==> config.mk <==
export PLATFORM = sky130hd
export DESIGN_NAME = mie_exec
export DESIGN_NICKNAME = d
export VERILOG_FILES = /design/src/pkg/mie_pkg.sv /design/src/pkg/mie_alu_if.sv /design/src/verilog/mie_alu.sv /design/src/verilog/mie_exec.sv
export VERILOG_INCLUDE_DIRS = /design/src /design/src/pkg
export SDC_FILE = /design/constraint.sdc
export NUM_CORES = 1
export LEC_CHECK = 0
export BUFFER_PORTS_ARGS = -buffer_cell sky130_fd_sc_hd__buf_4
export CORE_MARGIN = 3
export CORE_UTILIZATION = 35
export CTS_CLUSTER_SIZE = 40
export DETAILED_ROUTE_END_ITERATION = 7
export PLACE_DENSITY = 0.6
export SYNTH_ARGS = -nofsm -noshare
export SYNTH_HDL_FRONTEND = slang
export SYNTH_SLANG_ARGS = --single-unit
==> constraint.sdc <==
create_clock -name sys_clk_i -period 13.8 [get_ports sys_clk_i]
set_input_delay 2.76 -clock sys_clk_i [delete_from_list [all_inputs] [get_ports sys_clk_i]]
set_output_delay 2.76 -clock sys_clk_i [all_outputs]
set_load 0.02 [all_outputs]
==> src/pkg/mie_cfg.svh <==
/*
  Constants of the instruction execute block: opcode fields, selector limits,
  reset values of the held state and the extra hold cycles of branches and the trap.
  Assumes a 14-bit instruction word and an 8-bit data path.
*/
`ifndef MIE_CFG_SVH
`define MIE_CFG_SVH

// six-bit major opcode field, instruction bits 13:8
`define MIE_OP_MISC 6'h00
`define MIE_OP_COPY_REG 6'h01
`define MIE_OP_PLUS_ONE 6'h05
`define MIE_OP_MINUS_ONE 6'h06
`define MIE_OP_OR_REG 6'h09
`define MIE_OP_ROT_RIGHT 6'h0B
`define MIE_OP_ROT_LEFT 6'h0C
`define MIE_OP_PLUS_ONE_SZ 6'h0E
`define MIE_OP_MINUS_ONE_SZ 6'h0F
`define MIE_OP_EXIT_LIT 6'h10
`define MIE_OP_LOAD_LIT 6'h11
`define MIE_OP_OR_LIT 6'h13
`define MIE_OP_SUB_LIT 6'h18
`define MIE_OP_SUB_REG 6'h1D
// short jump uses bits 13:9, long forms bits 13:11
`define MIE_OP_SHORT_JUMP 5'h0D
`define MIE_OP_LONG_CALL 3'h6
`define MIE_OP_LONG_JUMP 3'h7
// full-word computed jump
`define MIE_OP_COMPUTED_JUMP 14'h0213
// misc group low byte codes (bit 7 clear)
`define MIE_MISC_NOP 8'h00
`define MIE_MISC_SLEEP 8'h01
`define MIE_MISC_IRQ_ON 8'h02
`define MIE_MISC_IRQ_OFF 8'h03
`define MIE_MISC_SUB_EXIT 8'h04
`define MIE_MISC_IRQ_EXIT 8'h05
`define MIE_MISC_DEC_ADJ 8'h06
`define MIE_MISC_TRAP 8'h07
// misc group sub-field bits 7:4 for selector forms
`define MIE_SEL_PORT_WR 4'h1
`define MIE_SEL_PORT_RD 4'h2
`define MIE_SEL_SFR_WR 4'h3
`define MIE_SEL_SFR_RD 4'h4
// field positions
`define MIE_DEST_BIT 7
`define MIE_PAGE_BIT 9
// limits and targets
`define MIE_PORT_SEL_MIN 4'h5
`define MIE_TRAP_VECTOR 11'h001
`define MIE_NIBBLE_MAX 4'h9
`define MIE_NIBBLE_ADJ 4'h6
// reset values
`define MIE_RST_ACC 8'h00
`define MIE_RST_GIE 1'b0
`define MIE_RST_TIMEOUT 1'b1
`define MIE_RST_POWER_DOWN 1'b1
// extra hold cycles after the execute cycle
`define MIE_HOLD_BRANCH 2'h1
`define MIE_HOLD_TRAP 2'h2

`endif

==> src/pkg/mie_pkg.sv <==
/*
  Types of the instruction execute block: arithmetic operation selector and
  the sequencing states. Assumes nothing beyond the constants header.
*/
package mie_pkg;
  typedef enum logic [2:0] {
    MIE_ALU_PASS,
    MIE_ALU_INC,
    MIE_ALU_DEC,
    MIE_ALU_OR,
    MIE_ALU_ROL,
    MIE_ALU_ROR,
    MIE_ALU_SBC,
    MIE_ALU_DAA
  } mie_alu_op_t;

  typedef enum logic [1:0] {
    MIE_ST_EXEC,
    MIE_ST_HOLD,
    MIE_ST_SLEEP
  } mie_state_t;
endpackage

==> src/pkg/mie_alu_if.sv <==
/*
  Carrier between the execute sequencer and its arithmetic unit.
  Assumes both ends sit on the same clock; the unit is purely combinational.
*/
`timescale 1ns/1ps
`default_nettype none
interface mie_alu_if;
  import mie_pkg::*;
  mie_alu_op_t op;
  logic [7:0] a; // working register
  logic [7:0] b; // register operand or immediate
  logic cin; // carry in
  logic dcin; // half carry in
  logic [7:0] res;
  logic cout;
  logic dcout;
  modport seq (output op, a, b, cin, dcin, input res, cout, dcout);
  modport alu (input op, a, b, cin, dcin, output res, cout, dcout);
endinterface
`default_nettype wire

==> src/verilog/mie_alu.sv <==
/*
  Arithmetic unit of the execute block: increment, decrement, OR, rotates
  through carry, subtract with borrow and decimal adjust.
  Assumes operands are stable in the cycle the sequencer samples the result.
*/
`timescale 1ns/1ps
`default_nettype none
`include "mie_cfg.svh"
module mie_alu (
  mie_alu_if.alu u // operands in, result and carries out
);
  import mie_pkg::*;

  logic [8:0] diff;
  logic [4:0] diff_lo;
  logic [3:0] adj_lo;
  logic [3:0] adj_hi;
  logic fix_lo;
  logic fix_hi;

  // operation select
  always_comb begin
    diff = {1'b0, u.b} - {1'b0, u.a} - {8'h00, u.cin};
    diff_lo = {1'b0, u.b[3:0]} - {1'b0, u.a[3:0]} - {4'h0, u.cin};
    fix_lo = (u.a[3:0] > `MIE_NIBBLE_MAX) || u.dcin;
    fix_hi = (u.a[7:4] > `MIE_NIBBLE_MAX) || u.cin;
    adj_lo = fix_lo ? u.a[3:0] + `MIE_NIBBLE_ADJ : u.a[3:0];
    adj_hi = fix_hi ? u.a[7:4] + `MIE_NIBBLE_ADJ : u.a[7:4];
    u.res = u.b;
    u.cout = u.cin;
    u.dcout = u.dcin;
    case (u.op)
      MIE_ALU_INC: u.res = u.b + 8'h01;
      MIE_ALU_DEC: u.res = u.b - 8'h01;
      MIE_ALU_OR: u.res = u.a | u.b;
      MIE_ALU_ROL: begin
        u.res = {u.b[6:0], u.cin};
        u.cout = u.b[7];
      end
      MIE_ALU_ROR: begin
        u.res = {u.cin, u.b[7:1]};
        u.cout = u.b[0];
      end
      MIE_ALU_SBC: begin
        u.res = diff[7:0];
        u.cout = ~diff[8]; // set when no borrow
        u.dcout = ~diff_lo[4];
      end
      MIE_ALU_DAA: begin
        u.res = {adj_hi, adj_lo};
        u.cout = fix_hi;
      end
      default: u.res = u.b;
    endcase
  end
endmodule
`default_nettype wire

==> src/verilog/mie_exec.sv <==
/*
  Execute stage for a subset of an 8-bit controller instruction set. Holds the
  working register, carry, half carry, zero, interrupt enable and the sleep
  status bits; drives register, port control, special function, stack and
  program counter strobes. Assumes the fetch stage hands over each word with
  the addressed register's content in the same cycle, and that pc_plus1_i is
  the address of the word after the one executing.
*/
`timescale 1ns/1ps
`default_nettype none
`include "mie_cfg.svh"
module mie_exec #(
  parameter int SFR_COUNT = 16 // special function registers present
) (
  input wire logic sys_clk_i, // core instruction clock
  input wire logic srst_i, // synchronous reset, high
  input wire logic [13:0] instr_i, // instruction word
  input wire logic instr_valid_i, // word present this cycle
  input wire logic [7:0] reg_rdata_i, // content of register instr_i[6:0]
  input wire logic [10:0] pc_plus1_i, // address of next word
  input wire logic [10:0] tos_i, // top of stack
  input wire logic status_page_i, // status register bit 5
  input wire logic [7:0] table_high_pointer_i, // table_high_pointer
  input wire logic [7:0] port_ctrl_rdata_i, // selected port control reg
  input wire logic [7:0] sfr_rdata_i, // selected special function reg
  input wire logic wake_i, // wake-up event, same clock
  output logic [7:0] acc_o, // working_register
  output logic carry_o, // carry flag
  output logic half_carry_o, // half_carry flag
  output logic zero_o, // zero flag
  output logic gie_o, // global interrupt enable
  output logic reg_we_o, // register write strobe
  output logic [6:0] reg_waddr_o, // register write address
  output logic [7:0] wr_data_o, // data for every write strobe
  output logic port_ctrl_we_o, // port control write strobe
  output logic [3:0] sel_o, // port control / special function index
  output logic sfr_we_o, // special function write strobe
  output logic pc_load_o, // load pc with pc_target_o
  output logic [10:0] pc_target_o, // new program counter
  output logic push_o, // push push_data_o
  output logic [10:0] push_data_o, // return address
  output logic pop_o, // pop top of stack
  output logic discard_o, // discard the fetched word
  output logic busy_o, // no word taken this cycle
  output logic wdt_clr_o, // clear watchdog and prescaler
  output logic timeout_flag_o, // timeout_flag
  output logic power_down_flag_o, // power_down_flag
  output logic sleep_o // core halted in sleep
);
  import mie_pkg::*;

  // refuse index ranges that the four-bit selector cannot serve
  if (SFR_COUNT < 1 || SFR_COUNT > 16) begin : g_sfr_count_bad
    $error("SFR_COUNT must lie in 1..16");
  end

  mie_alu_if aif ();
  mie_alu u_alu (.u(aif.alu));

  mie_state_t state, next_state;
  logic [1:0] hold, next_hold;
  logic [7:0] acc, next_acc;
  logic carry, next_carry;
  logic hcarry, next_hcarry;
  logic zero, next_zero;
  logic gie, next_gie;
  logic to_flag, next_to_flag;
  logic pd_flag, next_pd_flag;
  logic reg_we, next_reg_we;
  logic [6:0] reg_waddr, next_reg_waddr;
  logic [7:0] wr_data, next_wr_data;
  logic port_we, next_port_we;
  logic [3:0] sel, next_sel;
  logic sfr_we, next_sfr_we;
  logic pc_load, next_pc_load;
  logic [10:0] pc_target, next_pc_target;
  logic push, next_push;
  logic [10:0] push_data, next_push_data;
  logic pop, next_pop;
  logic discard, next_discard;
  logic wdt_clr, next_wdt_clr;
  logic busy, next_busy;
  logic sleep, next_sleep;

  logic [5:0] op6;
  logic dest;
  logic take;
  logic [7:0] result;

  // decode fields and drive the arithmetic unit
  always_comb begin
    op6 = instr_i[13:8];
    dest = instr_i[`MIE_DEST_BIT];
    take = (state == MIE_ST_EXEC) && instr_valid_i;
    aif.a = acc;
    aif.b = reg_rdata_i;
    aif.cin = carry;
    aif.dcin = hcarry;
    aif.op = MIE_ALU_PASS;
    case (op6)
      `MIE_OP_PLUS_ONE, `MIE_OP_PLUS_ONE_SZ: aif.op = MIE_ALU_INC;
      `MIE_OP_MINUS_ONE, `MIE_OP_MINUS_ONE_SZ: aif.op = MIE_ALU_DEC;
      `MIE_OP_OR_REG: aif.op = MIE_ALU_OR;
      `MIE_OP_OR_LIT: begin
        aif.op = MIE_ALU_OR;
        aif.b = instr_i[7:0];
      end
      `MIE_OP_ROT_LEFT: aif.op = MIE_ALU_ROL;
      `MIE_OP_ROT_RIGHT: aif.op = MIE_ALU_ROR;
      `MIE_OP_SUB_REG: aif.op = MIE_ALU_SBC;
      `MIE_OP_SUB_LIT: begin
        aif.op = MIE_ALU_SBC;
        aif.b = instr_i[7:0];
      end
      `MIE_OP_MISC: aif.op = MIE_ALU_DAA;
      default: aif.op = MIE_ALU_PASS;
    endcase
    result = aif.res;
  end

  // next state of the sequencer, the held registers and the strobes
  always_comb begin
    next_state = state;
    next_hold = hold;
    next_acc = acc;
    next_carry = carry;
    next_hcarry = hcarry;
    next_zero = zero;
    next_gie = gie;
    next_to_flag = to_flag;
    next_pd_flag = pd_flag;
    next_reg_we = 1'b0;
    next_reg_waddr = instr_i[6:0];
    next_wr_data = wr_data;
    next_port_we = 1'b0;
    next_sel = sel;
    next_sfr_we = 1'b0;
    next_pc_load = 1'b0;
    next_pc_target = pc_target;
    next_push = 1'b0;
    next_push_data = push_data;
    next_pop = 1'b0;
    next_discard = 1'b0;
    next_wdt_clr = 1'b0;
    case (state)
      MIE_ST_EXEC: begin
        if (take) begin
          case (op6)
            `MIE_OP_PLUS_ONE, `MIE_OP_MINUS_ONE, `MIE_OP_OR_REG, `MIE_OP_COPY_REG: begin
              next_zero = (result == 8'h00);
              if (dest) begin
                next_reg_we = 1'b1;
                next_wr_data = result;
              end else begin
                next_acc = result;
              end
            end
            `MIE_OP_PLUS_ONE_SZ, `MIE_OP_MINUS_ONE_SZ: begin
              if (dest) begin
                next_reg_we = 1'b1;
                next_wr_data = result;
              end else begin
                next_acc = result;
              end
              if (result == 8'h00) begin
                next_discard = 1'b1;
                next_hold = `MIE_HOLD_BRANCH;
                next_state = MIE_ST_HOLD;
              end
            end
            `MIE_OP_ROT_LEFT, `MIE_OP_ROT_RIGHT: begin
              next_carry = aif.cout;
              if (dest) begin
                next_reg_we = 1'b1;
                next_wr_data = result;
              end else begin
                next_acc = result;
              end
            end
            `MIE_OP_SUB_REG: begin
              next_carry = aif.cout;
              next_hcarry = aif.dcout;
              next_zero = (result == 8'h00);
              if (dest) begin
                next_reg_we = 1'b1;
                next_wr_data = result;
              end else begin
                next_acc = result;
              end
            end
            `MIE_OP_SUB_LIT: begin
              next_carry = aif.cout;
              next_hcarry = aif.dcout;
              next_zero = (result == 8'h00);
              next_acc = result;
            end
            `MIE_OP_OR_LIT: begin
              next_zero = (result == 8'h00);
              next_acc = result;
            end
            `MIE_OP_LOAD_LIT: next_acc = instr_i[7:0];
            `MIE_OP_EXIT_LIT: begin
              next_acc = instr_i[7:0];
              next_pop = 1'b1;
              next_pc_load = 1'b1;
              next_pc_target = tos_i;
              next_discard = 1'b1;
              next_hold = `MIE_HOLD_BRANCH;
              next_state = MIE_ST_HOLD;
            end
            default: begin
            end
          endcase
          // store_working_to_reg: misc group with bit 7 set
          if (op6 == `MIE_OP_MISC && instr_i[7]) begin
            next_reg_we = 1'b1;
            next_wr_data = acc;
          end
          // single-word misc codes and selector forms
          if (op6 == `MIE_OP_MISC && !instr_i[7]) begin
            case (instr_i[7:4])
              `MIE_SEL_PORT_WR: begin
                if (instr_i[3:0] >= `MIE_PORT_SEL_MIN) begin
                  next_port_we = 1'b1;
                  next_sel = instr_i[3:0];
                  next_wr_data = acc;
                end
              end
              `MIE_SEL_PORT_RD: begin
                if (instr_i[3:0] >= `MIE_PORT_SEL_MIN) begin
                  next_acc = port_ctrl_rdata_i;
                  next_sel = instr_i[3:0];
                end
              end
              `MIE_SEL_SFR_WR: begin
                if ({28'h0000000, instr_i[3:0]} < SFR_COUNT) begin
                  next_sfr_we = 1'b1;
                  next_sel = instr_i[3:0];
                  next_wr_data = acc;
                end
              end
              `MIE_SEL_SFR_RD: begin
                if ({28'h0000000, instr_i[3:0]} < SFR_COUNT) begin
                  next_acc = sfr_rdata_i;
                  next_sel = instr_i[3:0];
                end
              end
              default: begin
                case (instr_i[7:0])
                  `MIE_MISC_DEC_ADJ: begin
                    next_acc = result;
                    next_carry = aif.cout;
                  end
                  `MIE_MISC_IRQ_OFF: next_gie = 1'b0;
                  `MIE_MISC_IRQ_ON: next_gie = 1'b1;
                  `MIE_MISC_SUB_EXIT, `MIE_MISC_IRQ_EXIT: begin
                    next_pop = 1'b1;
                    next_pc_load = 1'b1;
                    next_pc_target = tos_i;
                    next_discard = 1'b1;
                    next_hold = `MIE_HOLD_BRANCH;
                    next_state = MIE_ST_HOLD;
                    if (instr_i[7:0] == `MIE_MISC_IRQ_EXIT) begin
                      next_gie = 1'b1;
                    end
                  end
                  `MIE_MISC_TRAP: begin
                    next_push = 1'b1;
                    next_push_data = pc_plus1_i;
                    next_pc_load = 1'b1;
                    next_pc_target = `MIE_TRAP_VECTOR;
                    next_discard = 1'b1;
                    next_hold = `MIE_HOLD_TRAP;
                    next_state = MIE_ST_HOLD;
                  end
                  `MIE_MISC_SLEEP: begin
                    next_wdt_clr = 1'b1;
                    next_to_flag = 1'b1;
                    next_pd_flag = 1'b0;
                    next_state = MIE_ST_SLEEP;
                  end
                  default: begin
                  end
                endcase
              end
            endcase
          end
          // computed jump is a whole-word code outside the misc major field
          if (instr_i == `MIE_OP_COMPUTED_JUMP) begin
            next_pc_load = 1'b1;
            next_pc_target = {pc_plus1_i[10], table_high_pointer_i[1:0], acc};
            next_discard = 1'b1;
            next_hold = `MIE_HOLD_BRANCH;
            next_state = MIE_ST_HOLD;
          end
          // paged and long branches decoded on shorter fields
          if (instr_i[13:9] == `MIE_OP_SHORT_JUMP) begin
            next_pc_load = 1'b1;
            next_pc_target = {pc_plus1_i[10], status_page_i, instr_i[8:0]};
            next_discard = 1'b1;
            next_hold = `MIE_HOLD_BRANCH;
            next_state = MIE_ST_HOLD;
          end
          if (instr_i[13:11] == `MIE_OP_LONG_CALL || instr_i[13:11] == `MIE_OP_LONG_JUMP) begin
            next_pc_load = 1'b1;
            next_pc_target = instr_i[10:0];
            next_push = (instr_i[13:11] == `MIE_OP_LONG_CALL);
            next_push_data = pc_plus1_i;
            next_discard = 1'b1;
            next_hold = `MIE_HOLD_BRANCH;
            next_state = MIE_ST_HOLD;
          end
        end
      end
      MIE_ST_HOLD: begin
        next_hold = hold - 2'h1; // fetched word dropped, nop cycle
        if (hold == 2'h1) begin
          next_state = MIE_ST_EXEC;
        end
      end
      MIE_ST_SLEEP: begin
        if (wake_i) begin
          next_state = MIE_ST_EXEC;
        end
      end
      default: next_state = MIE_ST_EXEC;
    endcase
    // status levels registered so the ports come from flops
    next_busy = (next_state != MIE_ST_EXEC);
    next_sleep = (next_state == MIE_ST_SLEEP);
  end

  // register the sequencer, held state and strobes
  always_ff @(posedge sys_clk_i) begin
    if (srst_i) begin
      state <= MIE_ST_EXEC;
      hold <= 2'h0;
      acc <= `MIE_RST_ACC;
      carry <= 1'b0;
      hcarry <= 1'b0;
      zero <= 1'b0;
      gie <= `MIE_RST_GIE;
      to_flag <= `MIE_RST_TIMEOUT;
      pd_flag <= `MIE_RST_POWER_DOWN;
      reg_we <= 1'b0;
      reg_waddr <= 7'h00;
      wr_data <= 8'h00;
      port_we <= 1'b0;
      sel <= 4'h0;
      sfr_we <= 1'b0;
      pc_load <= 1'b0;
      pc_target <= 11'h000;
      push <= 1'b0;
      push_data <= 11'h000;
      pop <= 1'b0;
      discard <= 1'b0;
      wdt_clr <= 1'b0;
      busy <= 1'b0;
      sleep <= 1'b0;
    end else begin
      state <= next_state;
      hold <= next_hold;
      acc <= next_acc;
      carry <= next_carry;
      hcarry <= next_hcarry;
      zero <= next_zero;
      gie <= next_gie;
      to_flag <= next_to_flag;
      pd_flag <= next_pd_flag;
      reg_we <= next_reg_we;
      reg_waddr <= next_reg_waddr;
      wr_data <= next_wr_data;
      port_we <= next_port_we;
      sel <= next_sel;
      sfr_we <= next_sfr_we;
      pc_load <= next_pc_load;
      pc_target <= next_pc_target;
      push <= next_push;
      push_data <= next_push_data;
      pop <= next_pop;
      discard <= next_discard;
      wdt_clr <= next_wdt_clr;
      busy <= next_busy;
      sleep <= next_sleep;
    end
  end

  // outputs straight from flops
  assign acc_o = acc;
  assign carry_o = carry;
  assign half_carry_o = hcarry;
  assign zero_o = zero;
  assign gie_o = gie;
  assign reg_we_o = reg_we;
  assign reg_waddr_o = reg_waddr;
  assign wr_data_o = wr_data;
  assign port_ctrl_we_o = port_we;
  assign sel_o = sel;
  assign sfr_we_o = sfr_we;
  assign pc_load_o = pc_load;
  assign pc_target_o = pc_target;
  assign push_o = push;
  assign push_data_o = push_data;
  assign pop_o = pop;
  assign discard_o = discard;
  assign busy_o = busy;
  assign wdt_clr_o = wdt_clr;
  assign timeout_flag_o = to_flag;
  assign power_down_flag_o = pd_flag;
  assign sleep_o = sleep;
endmodule
`default_nettype wire

==> impl_metrics.tcl <==
set metrics [dict create \
    p_clk_share_pct 36.5 \
    required_ns 14.06 \
    antenna_found_initial 0 \
    hold_start "hold[0]$_SDFFE_PP0P_" \
    cts_sinks 68 \
    drt-pass1-iter-count 6 \
    finalSetupViolCount 0 \
    period_needed_ns 7.482 \
    report.final.slew_viol_count 0 \
    dieArea_sq_um 18370 \
    switching_power_mw 0.2149 \
    outcome "completed" \
    cts_resized 0 \
    worstPathMaxFanout 19 \
    final_nets 993 \
    holdCritPathClass "register to register" \
    synth_top_area_share_pct 23.18 \
    drive_above_1_share_pct 19.89 \
    cpMostUsedCell "fa_1" \
    r2r_start "acc_o[0]$_SDFFE_PP0P_" \
    startpoint_type "input port" \
    p_leak_nw 2.945 \
    final_common_cell "buf_4" \
    p_int_mw 0.4193 \
    ir_worst_vdd_v 0.00005682 \
    synth_area_sq_um 5872 \
    crit_start "instr_i[12]" \
    synthFlopType "dfxtp_1" \
    drt_iter0_markers 915 \
    vias 6655 \
    final_cell_mix "138 x buf_4, 95 x nor2_1, 68 x dfxtp_1, 56 x a21oi_1, 54 x o21ai_0" \
    drc 0 \
    grt_max_degree 63 \
    cts_buffers 9 \
    yosysTopAreaCell "dfxtp_1" \
    skew_ns 0.008412 \
    grt_pass1_vias 6174 \
    synth_edf_count 0 \
    start_util_pct 36.31 \
    ioPinCount 138 \
    postCtsSetupBuffers 0 \
    finalInstanceArea_sq_um 7228 \
    rr_endpoint "zero_o$_SDFFE_PP0P_" \
    total_power_mw 0.6343 \
    fin_util_pct 44.69 \
    syn_avg_cell_area_sq_um 7.331 \
    pwr-share-seq_pct 34.3 \
    switching_share_pct 33.89 \
    max_freq_mhz 133.7 \
    worstSetupEndpoint "zero_o$_SDFFE_PP0P_" \
    cp_cell_sequence "buf_4 > or3b_1 > or4_4 > nand2_1 > inv_1 > fa_1 > fa_1 > o21a_1 > nor2_1 > xnor2_1 > a221oi_1 > nand3_1 > nor4_1 > nand4_2 > or4_1 > a21oi_1" \
    syn_nets 904 \
    end_kind "register" \
    critPathKind "input port to register" \
    hold_buffers 0 \
    routedWlPerCell_um 19.92 \
    maxCapViolCount 0 \
    grt_usage_pct 23.66 \
    cp.arrival_ns 7.74 \
    coreArea_sq_um 16170 \
    ys_seq_area_share_pct 23.18 \
    dpl.hpwl_um 16160 \
    synth.distinct_cells 77 \
    combPwrFrac_pct 29.2 \
    slew-limit-headroom_pct 20.13 \
    syn_inst 801 \
    portBuffers 130 \
    gp_congestion 0.9319 \
    critical-path-max-stage-delay_ns 0.59 \
    worstMarginPinSlew_ns 1.182 \
    syn_to_final_growth_pct 23.10 \
    slowest_stage "or4_4" \
    grt_pass1_wl_um 34650 \
    min_period_over_period_pct 54.22 \
    ys.warnings.count 0 \
    cts-root-buf "clkbuf_16" \
    die_h_um 135.5 \
    cts_buffer_depth 2 \
    antennaDiodeCount 0 \
    rrSetupSlack_ns 9.59 \
    p_per_area_nw_per_um2 87.75 \
    ys_seq_elements 68 \
    routed_via_density 5.990 \
    cts_tree "built" \
    synth_area_leaders "dfxtp_1 23%, nor2_1 6.1%, ha_1 5.8%" \
    htreeDepth 3 \
    reg2reg_depth 12 \
    row_count 46 \
    overflow 0 \
    clkTransAtPathRegs_ns 0.06 \
    rsz0062_at_grt "no" \
    postRouteAntennaNets 0 \
    async_flop_share_pct 0 \
    hold_viol_final 0 \
    clkLatencyLatePin_ns 0.34 \
    placed_area_sq_um 6934 \
    drt_wl_total_um 22130 \
    finalSetupTns_ns 0 \
    die_x_um 135.5 \
]
-- cells in the mapped netlist, drive strengths merged, types with 6 or more instances --
cell / n
nor2: 95
dfxtp: 68
a21oi: 56
o21ai: 56
nand2: 47
clkbuf: 46
inv: 40
a211oi: 39
nor3: 29
ha: 27
mux2i: 21
nand2b: 17
nand3: 17
nor2b: 15
a22oi: 14
buf: 14
nor4: 12
o211ai: 11
a31oi: 10
or3: 10
o22ai: 9
or2: 9
a221oi: 8
and2: 8
xnor2: 8
nand3b: 7
xor2: 7
a222oi: 6
o21a: 6
o221ai: 6
-- logic make-up (layout without fill, tap and decap cells) --
group	after synthesis	after routing	share of synthesized area [%]
compound gates	272	272	31.81
xor+xnor	15	15	2.237
fa+ha+maj	30	30	6.776
buf+inv	100	194	6.904
flops	68	68	23.18
mux	22	22	3.772
other cells	1	1	0.06386
simple gates	293	293	25.25
-- through the flow --
stage | worst slack (ns) | hold WS, ns | cells
6_report | 6.318 | 0.4787 | 1111
5_1_grt | 6.078 | 0.5064 | 1111
4_1_cts | 6.380 | 0.4766 | 1111
3_5_place_dp | 6.063 | 0.4685 | 1095
3_3_place_gp | 6.072 | 0.4593 | 1095
2_1_floorplan | 6.819 | 0.4528 | 801
-- metal layers --
metal  up-vias  track usage, %  part of all wire [%]  routed length, um
li1       3165               -                     -                  -
met4         0           6.159                   2.3                503
met1      3107           34.16                    44               9799
met2       344           36.03                    44               9832
met3        39           4.755                   9.0               1996
met5         -               0                     0                  0
-- registers in the layout, indices dropped and copies added (netlist names), 2 cells and up --
register     cells
pc_target_o     11
push_data_o     11
acc_o            8
wr_data_o        8
reg_waddr_o      7
sel_o            4
hold             2
state            2
-- how the worst min path moves through the flow --
stage	endpoint	slack [ns]	cells past startpoint
2_1_floorplan	hold[0]$_SDFFE_PP0P_	0.45	2
6_report	hold[0]$_SDFFE_PP0P_	0.48	2
3_3_place_gp	power_down_flag_o$_SDFFE_PP1P_	0.46	2
5_1_grt	hold[0]$_SDFFE_PP0P_	0.51	2
3_5_place_dp	hold[0]$_SDFFE_PP0P_	0.47	2
4_1_cts	hold[0]$_SDFFE_PP0P_	0.48	2
-- area by class of cell --
class | instances | area (sq um)
clock buffer | 10 | 229.0
clock inverter | 6 | 65.06
fill | 1665 | 8945
inverter | 40 | 150.1
multi-input combinational | 633 | 4116
sequential | 68 | 1361
tap | 216 | 270.3
timing repair buffer | 138 | 1036
-- critical path, delay by kind of cell --
family                   cells  cell delay, ns
adder cells (fa/ha/maj)      2            0.91
AND/OR/NAND/NOR              8            2.91
buffers and inverters        2            0.33
AO/OA/AOI/OAI                3            0.69
XOR/XNOR                     1            0.14
-- power by group through the flow --
stage	Combinational [mW]	Sequential [mW]	Clock (mW)
floorplan	0.112	0.226	0
global placement	0.181	0.222	0
detailed placement	0.182	0.221	0
CTS	0.183	0.217	0.236
global route	0.202	0.219	0.244
finish	0.185	0.217	0.231
Power figures use the tool's default switching activity.
